--- src/acs_defs.vh ---
// acs_defs.vh: register map, field positions and reset values of the cell switch
// assumes: included by bare name from the cell switch design files
`ifndef ACS_DEFS_VH
`define ACS_DEFS_VH

// ==========================================
// register indices (byte address = 4 * index)
`define ACS_IDX_THR0 11'h698
`define ACS_IDX_THR1 11'h69A
`define ACS_IDX_PASEL 11'h6A0
`define ACS_IDX_HECX 11'h6A2
`define ACS_IDX_URTE 11'h6A4
`define ACS_IDX_ORTE 11'h6A6
`define ACS_IDX_STAT 11'h6A8
`define ACS_IDX_W 11

// ==========================================
// apb
`define ACS_ADDR_W 13
`define ACS_DATA_W 32
`define ACS_ALIGN_LSB 2
`define ACS_ZERO32 32'h00000000

// ==========================================
// stored widths and reset values
`define ACS_THR0_W 14
`define ACS_THR0_RST 14'h3F3F
`define ACS_THR1_W 4
`define ACS_THR1_RST 4'h0
`define ACS_PASEL_W 5
`define ACS_PASEL_RST 5'h00
`define ACS_HECX_W 8
`define ACS_HECX_RST 8'h55
`define ACS_RTE_W 12
`define ACS_RTE_RST 12'h000
`define ACS_UADDR_RST 5'h00
`define ACS_HEC_TX_RST 8'h00

// ==========================================
// fields of thresholds_0
`define ACS_RX_LVL 5:0
`define ACS_A_LVL 9:6
`define ACS_B_LVL 13:10
`define ACS_RX_OFF 6'h3F
`define ACS_PORT_OFF 4'hF

// ==========================================
// source ports and destination bits
`define ACS_SRC_A 2'h0
`define ACS_SRC_B 2'h1
`define ACS_SRC_C 2'h2
`define ACS_DST_N 4
`define ACS_RTE_A 3:0
`define ACS_RTE_B 7:4
`define ACS_RTE_C 11:8

`endif

--- src/acs_route.v ---
// acs_route.v: destination choice for cells that failed the header match
// assumes: one cell descriptor per valid cycle, masks stable from the register file
`default_nettype none
`include "acs_defs.vh"

module acs_route (
  input wire i_ref_clk, // system clock
  input wire i_reset, // synchronous reset, active high
  input wire i_cell_valid, // unmatched cell descriptor present
  input wire [1:0] i_cell_src, // source port: 0 A, 1 B, 2 C
  input wire i_cell_oam, // cell is an oam cell
  input wire [`ACS_RTE_W-1:0] i_user_route, // user cell masks
  input wire [`ACS_RTE_W-1:0] i_maint_route, // oam cell masks
  output reg [`ACS_DST_N-1:0] o_dest, // copy to: 0 A, 1 B, 2 C, 3 aal0
  output reg o_dest_valid, // one-cycle pulse with o_dest
  output reg o_discard // one-cycle pulse, cell dropped
);

  // ==========================================
  // mask selection
  reg [`ACS_DST_N-1:0] sel_mask;
  always @* begin
    sel_mask = {`ACS_DST_N{1'b0}};
    case (i_cell_src)
      `ACS_SRC_A: sel_mask = i_cell_oam ? i_maint_route[`ACS_RTE_A]
                                        : i_user_route[`ACS_RTE_A];
      `ACS_SRC_B: sel_mask = i_cell_oam ? i_maint_route[`ACS_RTE_B]
                                        : i_user_route[`ACS_RTE_B];
      `ACS_SRC_C: sel_mask = i_cell_oam ? i_maint_route[`ACS_RTE_C]
                                        : i_user_route[`ACS_RTE_C];
      default: sel_mask = {`ACS_DST_N{1'b0}};
    endcase
  end

  // ==========================================
  // one flop per destination; every set bit gets a copy
  genvar d;
  generate
    for (d = 0; d < `ACS_DST_N; d = d + 1) begin : g_dst
      always @(posedge i_ref_clk) begin
        if (i_reset) begin
          o_dest[d] <= 1'b0;
        end else begin
          o_dest[d] <= i_cell_valid & sel_mask[d];
        end
      end
    end
  endgenerate

  always @(posedge i_ref_clk) begin
    if (i_reset) begin
      o_dest_valid <= 1'b0;
      o_discard <= 1'b0;
    end else begin
      o_dest_valid <= i_cell_valid & (|sel_mask);
      o_discard <= i_cell_valid & ~(|sel_mask);
    end
  end

endmodule // acs_route
`default_nettype wire

--- src/acs_switch.v ---
// acs_switch.v: cell switch configuration, transmit segmenter backpressure,
// port A multi-phy address response, header check masking, unmatched routing
// assumes: apb master on i_ref_clk; fifo fills and cell strobes from logic on
// the same clock; utopia clock and address arrive from pins
`default_nettype none
`include "acs_defs.vh"

module acs_switch (
  input wire i_ref_clk, // system clock, 40 MHz
  input wire i_reset, // synchronous reset, active high
  // apb slave
  input wire i_psel, // apb select
  input wire i_penable, // apb enable
  input wire i_pwrite, // apb direction, high = write
  input wire [`ACS_ADDR_W-1:0] i_paddr, // apb byte address
  input wire [`ACS_DATA_W-1:0] i_pwdata, // apb write data
  output reg o_pready, // apb ready
  output reg [`ACS_DATA_W-1:0] o_prdata, // apb read data
  output reg o_pslverr, // apb error, unmapped address
  // fifo fills
  input wire [5:0] i_rx_reasm_fill, // reassembly output fifo fill
  input wire [3:0] i_port_a_fill, // port A output fifo fill
  input wire [3:0] i_port_b_fill, // port B output fifo fill
  input wire [3:0] i_port_c_fill, // port C output fifo fill
  output reg o_tx_seg_block, // stop taking segmenter input cells
  // utopia level 2 port A
  input wire i_utopia_clk, // utopia clock pin
  input wire [4:0] i_utopia_addr, // polled or selected phy address pins
  output reg o_port_a_respond, // port A is the addressed phy
  // header check byte
  input wire i_hec_valid, // computed check byte present
  input wire [7:0] i_hec_calc, // computed check byte
  output reg o_hec_valid, // masked byte present, one-cycle pulse
  output reg [7:0] o_hec_tx, // masked check byte to transmit
  // unmatched cells
  input wire i_cell_valid, // unmatched cell descriptor, one cycle
  input wire [1:0] i_cell_src, // source port: 0 A, 1 B, 2 C
  input wire i_cell_oam, // cell is an oam cell
  output wire [`ACS_DST_N-1:0] o_cell_dest, // destination copies
  output wire o_cell_dest_valid, // pulse with o_cell_dest
  output wire o_cell_discard // pulse when dropped
);

  // ==========================================
  // configuration registers
  reg [`ACS_THR0_W-1:0] thr0;
  reg [`ACS_THR1_W-1:0] first_unused_thr1;
  reg [`ACS_PASEL_W-1:0] port_a_sel;
  reg [`ACS_HECX_W-1:0] hec_xor;
  reg [`ACS_RTE_W-1:0] user_route;
  reg [`ACS_RTE_W-1:0] maint_route;

  wire [5:0] rx_level;
  wire [3:0] first_port_fifo_block_level;
  wire [3:0] second_port_fifo_block_level;
  wire [3:0] third_port_fifo_block_level;

  assign rx_level = thr0[`ACS_RX_LVL];
  assign first_port_fifo_block_level = thr0[`ACS_A_LVL];
  assign second_port_fifo_block_level = thr0[`ACS_B_LVL];
  assign third_port_fifo_block_level = first_unused_thr1;

  // ==========================================
  // apb decode
  wire [`ACS_IDX_W-1:0] idx;
  wire aligned;
  wire hit_thr0;
  wire hit_thr1;
  wire hit_pasel;
  wire hit_hecx;
  wire hit_urte;
  wire hit_orte;
  wire hit_stat;
  wire mapped;
  wire acc_done;
  wire wr_done;

  assign idx = i_paddr[`ACS_ADDR_W-1:`ACS_ALIGN_LSB];
  assign aligned = (i_paddr[`ACS_ALIGN_LSB-1:0] == 2'h0);
  assign hit_thr0 = aligned & (idx == `ACS_IDX_THR0);
  assign hit_thr1 = aligned & (idx == `ACS_IDX_THR1);
  assign hit_pasel = aligned & (idx == `ACS_IDX_PASEL);
  assign hit_hecx = aligned & (idx == `ACS_IDX_HECX);
  assign hit_urte = aligned & (idx == `ACS_IDX_URTE);
  assign hit_orte = aligned & (idx == `ACS_IDX_ORTE);
  assign hit_stat = aligned & (idx == `ACS_IDX_STAT);
  assign mapped = hit_thr0 | hit_thr1 | hit_pasel | hit_hecx | hit_urte |
                  hit_orte | hit_stat;
  // ready is raised one cycle into the access phase, so the transfer
  // completes at the edge that samples it
  assign acc_done = i_psel & i_penable & o_pready;
  assign wr_done = acc_done & i_pwrite & mapped;

  // ==========================================
  // status word
  reg blk_rx;
  reg blk_a;
  reg blk_b;
  reg blk_c;
  reg [4:0] last_addr;
  wire [`ACS_DATA_W-1:0] stat_word;

  assign stat_word = {19'h00000, last_addr, 2'h0, o_port_a_respond,
                      o_tx_seg_block, blk_c, blk_b, blk_a, blk_rx};

  reg [`ACS_DATA_W-1:0] rd_mux;
  always @* begin
    rd_mux = `ACS_ZERO32;
    if (hit_thr0) begin
      rd_mux = {18'h00000, thr0};
    end else if (hit_thr1) begin
      rd_mux = {28'h0000000, first_unused_thr1};
    end else if (hit_pasel) begin
      rd_mux = {27'h0000000, port_a_sel};
    end else if (hit_hecx) begin
      rd_mux = {24'h000000, hec_xor};
    end else if (hit_urte) begin
      rd_mux = {20'h00000, user_route};
    end else if (hit_orte) begin
      rd_mux = {20'h00000, maint_route};
    end else if (hit_stat) begin
      rd_mux = stat_word;
    end
  end

  // ==========================================
  // apb handshake
  always @(posedge i_ref_clk) begin
    if (i_reset) begin
      o_pready <= 1'b0;
      o_prdata <= `ACS_ZERO32;
      o_pslverr <= 1'b0;
    end else if (i_psel & i_penable & ~o_pready) begin
      o_pready <= 1'b1;
      o_prdata <= i_pwrite ? `ACS_ZERO32 : rd_mux;
      o_pslverr <= ~mapped;
    end else begin
      o_pready <= 1'b0;
      o_prdata <= `ACS_ZERO32;
      o_pslverr <= 1'b0;
    end
  end

  // ==========================================
  // register writes; reserved bits are not stored and read as zero
  always @(posedge i_ref_clk) begin
    if (i_reset) begin
      thr0 <= `ACS_THR0_RST;
      first_unused_thr1 <= `ACS_THR1_RST;
      port_a_sel <= `ACS_PASEL_RST;
      hec_xor <= `ACS_HECX_RST;
      user_route <= `ACS_RTE_RST;
      maint_route <= `ACS_RTE_RST;
    end else if (wr_done) begin
      if (hit_thr0) begin
        thr0 <= i_pwdata[`ACS_THR0_W-1:0];
      end
      if (hit_thr1) begin
        first_unused_thr1 <= i_pwdata[`ACS_THR1_W-1:0];
      end
      if (hit_pasel) begin
        port_a_sel <= i_pwdata[`ACS_PASEL_W-1:0];
      end
      if (hit_hecx) begin
        hec_xor <= i_pwdata[`ACS_HECX_W-1:0];
      end
      if (hit_urte) begin
        user_route <= i_pwdata[`ACS_RTE_W-1:0];
      end
      if (hit_orte) begin
        maint_route <= i_pwdata[`ACS_RTE_W-1:0];
      end
    end
  end

  // ==========================================
  // segmenter backpressure
  wire next_blk_rx;
  wire next_blk_a;
  wire next_blk_b;
  wire next_blk_c;

  assign next_blk_rx = (rx_level != `ACS_RX_OFF) & (i_rx_reasm_fill > rx_level);
  assign next_blk_a = (first_port_fifo_block_level != `ACS_PORT_OFF) &
                      (i_port_a_fill > first_port_fifo_block_level);
  assign next_blk_b = (second_port_fifo_block_level != `ACS_PORT_OFF) &
                      (i_port_b_fill > second_port_fifo_block_level);
  assign next_blk_c = (third_port_fifo_block_level != `ACS_PORT_OFF) &
                      (i_port_c_fill > third_port_fifo_block_level);

  always @(posedge i_ref_clk) begin
    if (i_reset) begin
      blk_rx <= 1'b0;
      blk_a <= 1'b0;
      blk_b <= 1'b0;
      blk_c <= 1'b0;
      o_tx_seg_block <= 1'b0;
    end else begin
      blk_rx <= next_blk_rx;
      blk_a <= next_blk_a;
      blk_b <= next_blk_b;
      blk_c <= next_blk_c;
      o_tx_seg_block <= next_blk_rx | next_blk_a | next_blk_b | next_blk_c;
    end
  end

  // ==========================================
  // utopia pins: two-stage synchronisers, then rising edge of the link clock
  reg uclk_m;
  reg uclk_s;
  reg uclk_d;
  reg [4:0] uaddr_m;
  reg [4:0] uaddr_s;

  always @(posedge i_ref_clk) begin
    if (i_reset) begin
      uclk_m <= 1'b0;
      uclk_s <= 1'b0;
      uclk_d <= 1'b0;
      uaddr_m <= `ACS_UADDR_RST;
      uaddr_s <= `ACS_UADDR_RST;
    end else begin
      uclk_m <= i_utopia_clk;
      uclk_s <= uclk_m;
      uclk_d <= uclk_s;
      uaddr_m <= i_utopia_addr;
      uaddr_s <= uaddr_m;
    end
  end

  wire uclk_rise;
  assign uclk_rise = uclk_s & ~uclk_d;

  // address is taken at each sampled rising edge of the link clock
  always @(posedge i_ref_clk) begin
    if (i_reset) begin
      o_port_a_respond <= 1'b0;
      last_addr <= `ACS_UADDR_RST;
    end else if (uclk_rise) begin
      o_port_a_respond <= (uaddr_s == port_a_sel);
      last_addr <= uaddr_s;
    end
  end

  // ==========================================
  // header check byte masking
  always @(posedge i_ref_clk) begin
    if (i_reset) begin
      o_hec_valid <= 1'b0;
      o_hec_tx <= `ACS_HEC_TX_RST;
    end else begin
      o_hec_valid <= i_hec_valid;
      if (i_hec_valid) begin
        o_hec_tx <= i_hec_calc ^ hec_xor;
      end
    end
  end

  // ==========================================
  // unmatched cell routing
  acs_route u_route (
    .i_ref_clk(i_ref_clk),
    .i_reset(i_reset),
    .i_cell_valid(i_cell_valid),
    .i_cell_src(i_cell_src),
    .i_cell_oam(i_cell_oam),
    .i_user_route(user_route),
    .i_maint_route(maint_route),
    .o_dest(o_cell_dest),
    .o_dest_valid(o_cell_dest_valid),
    .o_discard(o_cell_discard)
  );

endmodule // acs_switch
`default_nettype wire

--- config.mk ---
export PLATFORM = sky130hd
export DESIGN_NAME = acs_switch
export DESIGN_NICKNAME = d
export VERILOG_FILES = /design/src/acs_route.v /design/src/acs_switch.v
export VERILOG_INCLUDE_DIRS = /design/src
export SDC_FILE = /design/constraint.sdc
export NUM_CORES = 1
export LEC_CHECK = 0
export BUFFER_PORTS_ARGS = -buffer_cell sky130_fd_sc_hd__buf_2
export CAP_MARGIN = 5
export CORE_MARGIN = 8
export CORE_UTILIZATION = 45
export DETAILED_ROUTE_END_ITERATION = 16
export PLACE_DENSITY = 0.67
export SYNTH_ARGS = -nofsm -noshare
export SYNTH_HDL_FRONTEND = slang
export SYNTH_SLANG_ARGS = --single-unit
--- constraint.sdc ---
create_clock -name i_ref_clk -period 2.15 [get_ports i_ref_clk]
set_input_delay 0.215 -clock i_ref_clk [delete_from_list [all_inputs] [get_ports i_ref_clk]]
set_output_delay 0.215 -clock i_ref_clk [all_outputs]
set_load 0.01 [all_outputs]
# Word-level counts from Yosys, hierarchy flattened
# Cells that the tools add are included.
word_totals:
  reg_bits: 128
  inputBits: 87
  output_inout_bits: 51
op_classes:
  magnitude_cmp: 4
  n_eq_ne: 14
  mux: 12
  bitwise_logic: 38
  reduce_logical: 12
ops:
  columns: ["op", "count"]
  rows:
  - ["13-bit 2-to-1 mux", 6]
  - ["11-bit equality test (second input constant)", 7]
  - ["1-bit bitwise AND", 23]
  - ["14-bit 2-to-1 mux", 1]
  - ["4-bit > comparator", 3]
  - ["4-bit 2-to-1 mux", 3]
  - ["4-bit != test (second input constant)", 3]
  - ["4-bit case mux with 3 select lines", 1]
  - ["2-bit AND reduction", 6]
  - ["1-bit bitwise OR", 9]
  - ["9-bit OR reduction", 1]
  - ["8-bit bitwise XOR", 1]
  - ["6-bit > comparator", 1]
  - ["6-bit != test (second input constant)", 1]
  - ["5-bit equality test", 1]
  - ["1-bit NOT", 5]
  - ["2-bit logical NOT", 2]
  - ["4-bit OR reduction", 1]
  - ["3-bit OR reduction", 1]
  - ["2-bit by 1-bit equality test with 1-bit output (second input constant)", 1]
  - ["2-bit equality test (second input constant)", 1]
  - ["2-bit OR reduction", 1]
  - ["1-bit 2-to-1 mux", 1]

# Longest topological paths before layout
logic_depth:
  word_depth: 10
  ltp_mapped: 7
  ltp_nobuf: 6

# Hierarchy
# A second synthesis with hierarchy kept.
hier_totals:
  cells_unflattened: 594
  hier_area_um2: 5270.1
by_module_without_submodules:
  columns: ["mod", "n_inst", "cells_per_inst", "area_per_inst_um2", "seq_area_each_um2"]
  rows:
  - ["acs_switch", 1, 558, 4870.9, 2082.0]
  - ["acs_route", 1, 36, 399.1, 120.1]

# Least setup slack after synthesis
# No wires, ideal clock.
synth_timing:
  path_kind: "input -> register"
  startpoint: "in i_paddr[1]"
  endpoint: "reg maint_route[10]"
  setup_ns: 0.132
  arrival_ns: 1.782
  required_time_ns: 2.018
  setup_slack_ns: 0.236
  path_stages: 7
  path_cell_list: "or4_4 buf_6 or4_1 buf_2 buf_6 o21ai_1 a21oi_1"
synth_between:
  elab_chain_len: 10
  elab_cells_between_ends: 16
  cone_classes: "bitwise (14); reduce/logical (2)"
synth_lines:
  columns: ["element", "line_no", "source"]
  rows:
  - ["start, declared", "acs_switch.v:15", "input wire [`ACS_ADDR_W-1:0] i_paddr,"]
  - ["2-bit logical NOT (*)", "acs_switch.v:79", "assign aligned = (i_paddr[`ACS_ALIGN_LSB-1:0] == 2'h0);"]
  - ["1-bit bitwise AND, on equally long branches", "acs_switch.v:80, acs_switch.v:81", null]
  - ["1-bit bitwise OR (5 in a row)", "acs_switch.v:87", "assign mapped = hit_thr0 | hit_thr1 | hit_pasel | hit_hecx | hit_urte |"]
  - ["1-bit bitwise OR", "acs_switch.v:88", "hit_orte | hit_stat;"]
  - ["1-bit bitwise AND", "acs_switch.v:92", "assign wr_done = acc_done & i_pwrite & mapped;"]
  - ["2-bit AND reduction (no source line) (*)", null, null]
  - ["end signal, assigned", "acs_switch.v:153", "maint_route <= `ACS_RTE_RST;"]
  - ["end signal, assigned", "acs_switch.v:171", "maint_route <= i_pwdata[`ACS_RTE_W-1:0];"]
  - ["end, declared", "acs_switch.v:51", "reg [`ACS_RTE_W-1:0] maint_route;"]
# Every way passes the cells marked *; elsewhere a longest branch is shown, timed or not.
# A chain may end at the register's enable or synchronous reset.

# Worst setup path after layout
layout_timing:
  startpoint: "reg thr0[3]"
  endpoint: "reg o_tx_seg_block"
layout_between:
  elab_chain_len: 5
  elab_cells_between_ends: 6
  cone_classes: "order compare (1); eq/ne (1); bitwise (4)"
layout_lines:
  columns: ["element", "line_no", "source"]
  rows:
  - ["start, declared", "acs_switch.v:46", "reg [`ACS_THR0_W-1:0] thr0;"]
  - ["start signal, assigned", "acs_switch.v:148", "thr0 <= `ACS_THR0_RST;"]
  - ["start signal, assigned", "acs_switch.v:156", "thr0 <= i_pwdata[`ACS_THR0_W-1:0];"]
  - ["6-bit > comparator / 6-bit != test (equally long branches)", null, null]
  - ["1-bit bitwise AND (*)", "acs_switch.v:183", "assign next_blk_rx = (rx_level != `ACS_RX_OFF) & (i_rx_reasm_fill > rx_level);"]
  - ["1-bit bitwise OR (*) (3 in a row)", "acs_switch.v:203", "o_tx_seg_block <= next_blk_rx | next_blk_a | next_blk_b | next_blk_c;"]
  - ["end signal, assigned", "acs_switch.v:203", null]
  - ["end, declared", "acs_switch.v:25", "output reg o_tx_seg_block,"]
# Marks and branches as above.

==> run metrics <==
Fin Clk Skew=0.008069 ns; Final Max Slew Viols=0; starting density of the core=46.21%; CTS tree=built; Rows=39; Crit Path Class=flop to flop; crit path buf inv count=1; Residual DRC=0; I/O pin count=138; Post-Syn Instances=602; worst hold-check path type=input port to flop; first-pass GRT wire length=24.74 mm; sequential share of the synthesized area=41.74%; Layout Area Growth over Synthesis=17.97%; setup slack, reg-to-reg=0.08 ns; fill count=1055; VDD IR max=0.4463 mV; f_max=484.0 MHz; antenna viol nets, final=0; Antenna diodes=0; Yosys top cell by area=dfxtp_1; Detailed Routing Iterations Pass 1=5; Worst slew margin=53.70%; Area contributors post-synth=dfxtp_1 (42%), a21oi_1 (6.1%), ha_1 (4.3%); DRT Wirelength=15.34 mm; via count=4891; post-layout util=54.51%; crit start category=flop; Clock Latency Late Sink=0.35 ns; cell family with most CP delay=compound AO/OA/AOI/OAI gates; Worst path depth=5; global-route usage over all layers=19.27%; Final Total Pwr=4.149 mW; Req. time, crit path=2.38 ns; fraction of registers with async set or reset after synthesis=0%; Clock transition at path regs=0.08 ns; Detailed Route Iter0 Violations=294; ys flop type=dfxtp_1; Leakage=2.591 nW; number of CTS-inserted buffers=9; Post-synth top cells=dfxtp_1 (110), a21oi_1 (64), nand3_1 (44); DP HPWL=11.75 mm; most frequent cell after synthesis=dfxtp_1; synthesized area per cell=8.765 µm²; H-tree levels=3; Hold Buf Count CTS=0; initial antenna violation count=0; worst slew pin tran=0.6931 ns; Die Wd=124.3 µm; maximum buffer depth of the clock tree=2; Synth cell types=60; Critical Path Max Stage Delay=0.53 ns; gpl congestion=0.9189; EDFF count, synth=0; largest net degree at the start of global routing=32; Pwr Density=666.6 mW/mm²; post-route insts no fill=842; placed cell count=826; die height=124.3 µm; Synth top area share=41.74%; Fin. Hold Viols=0; Worst R2R Path Depth=5; Avg WL per Cell=18.22 µm; CP max stage cell=or4_1; crit-path cells=inv_1, ha_1, a2111oi_0, a2111oi_1, or4_1; Setup crit end kind=flop; maxcap violations=0; worst hold stages=2; Post-Syn Area=0.005276 mm²; Vias/cell=5.809; Root Buffer=clkbuf_16; Critical Path AT=2.30 ns; share of cells above drive strength 1=22.60%; Min Hold Slack=0.07239 ns; input/output buffers=101; outcome=finished clean; NumNets Final=799; total clock sinks=110; core area=0.01142 mm²; Yosys warnings=0; Die ar.=0.01545 mm²; number of synthesized register bits=110; Setup TNS Final=0 ns; setup violators final=0; Period minus WS final=2.066 ns; vias in the first global route=4921; gr ovfl total=0; Final period util=96.10%; Crit Path Max Fanout=3
==> report_power, final <==
group | leakage (nW) | internal [mW] | switching (mW) | total, mW
clock network | 0.147 | 0.925 | 0.788 | 1.71
registers | 0.893 | 2.07 | 0.0146 | 2.08
logic | 1.55 | 0.141 | 0.211 | 0.352
==> routing by layer <==
layer | vias to the layer above | share of wire, % | track usage (%)
met1 | 2323 | 41 | 22.50
met4 | 0 | 2.9 | 9.355
met3 | 37 | 7.2 | 4.936
met5 | - | 0 | 0
li1 | 2332 | - | -
met2 | 199 | 49 | 32.18
==> worst reg2reg max path, cell delays in order, from the launching register on <==
cell       delay [ns]
dfxtp_1          0.39
inv_1            0.09
ha_1             0.30
a2111oi_0        0.43
a2111oi_1        0.22
or4_1            0.53
==> state kept, by name, summed over array words and instances, names as in the netlist, 4 cells and up <==
name,count
o_prdata,14
thr0,14
maint_route,12
user_route,12
hec_xor,8
o_hec_tx,8
last_addr,5
port_a_sel,5
uaddr_m,5
uaddr_s,5
first_unused_thr1,4
u_route.o_dest,4
==> metrics by stage <==
| stage | instance area (µm²) | setup WS [ns] |
|---|---|---|
| final | 6225 | 0.08385 |
| after detailed placement | 5917 | 0.1336 |
| after global placement | 5917 | 0.1629 |
| after floorplan | 5340 | 0.2357 |
| after global routing | 6225 | -0.05765 |
| after CTS | 6223 | 0.1098 |
==> cell usage in the layout, fill, tap and decap left out, drive strengths merged, types with 4 or more instances in the layout <==
master,instances
buf,127
dfxtp,110
a21oi,64
nand3,44
o21ai,44
nor2,37
inv,28
nor2b,21
nand2,20
ha,18
conb,18
mux2i,17
xnor2,10
a311o,10
clkbuf,10
a211oi,9
nor3,9
nand4,7
and3,7
a211o,6
nand2b,5
a22oi,5
a221oi,5
mux2,4
a221o,4
o2bb2ai,4
a32oi,4
o311ai,4
o221a,4
or4,4
==> cell type report <==
| class | count | area [µm²] | share of cell area, % |
|---|---|---|---|
| clock buffer | 10 | 229.0 | 3.678 |
| clock inverter | 6 | 77.57 | 1.246 |
| timing repair buffer | 127 | 713.2 | 11.46 |
| inverter | 26 | 97.59 | 1.568 |
| tap | 143 | 178.9 | 2.874 |
| multi-input combinational | 420 | 2726 | 43.80 |
| sequential | 110 | 2202 | 35.38 |
==> final timing paths <==
path                         start                        end
max           thr0[3]$_SDFFE_PP1P_  o_tx_seg_block$_SDFF_PP0_
max reg2reg   thr0[3]$_SDFFE_PP1P_  o_tx_seg_block$_SDFF_PP0_
min reg2reg  uaddr_m[0]$_SDFF_PP0_      uaddr_s[0]$_SDFF_PP0_
min               i_utopia_addr[4]      uaddr_m[4]$_SDFF_PP0_
==> cells by family after synthesis <==
logic type	Yosys count	share of synthesized area, %
XOR/XNOR	13	2.158
AO/OA/AOI/OAI	180	22.29
AND/OR/NAND/NOR	170	17.24
adder cells (fa/ha/maj)	18	4.269
flip-flops	110	41.74
buffers and inverters	89	8.157
other	1	0.07107
multiplexers	21	4.079
==> repair_timing <==
item,in CTS,in global routing
resized for setup,0,1
endpoints found under the setup margin,0,1
buffers inserted,0,0
No activity file was read; power rests on OpenSTA's default activity.
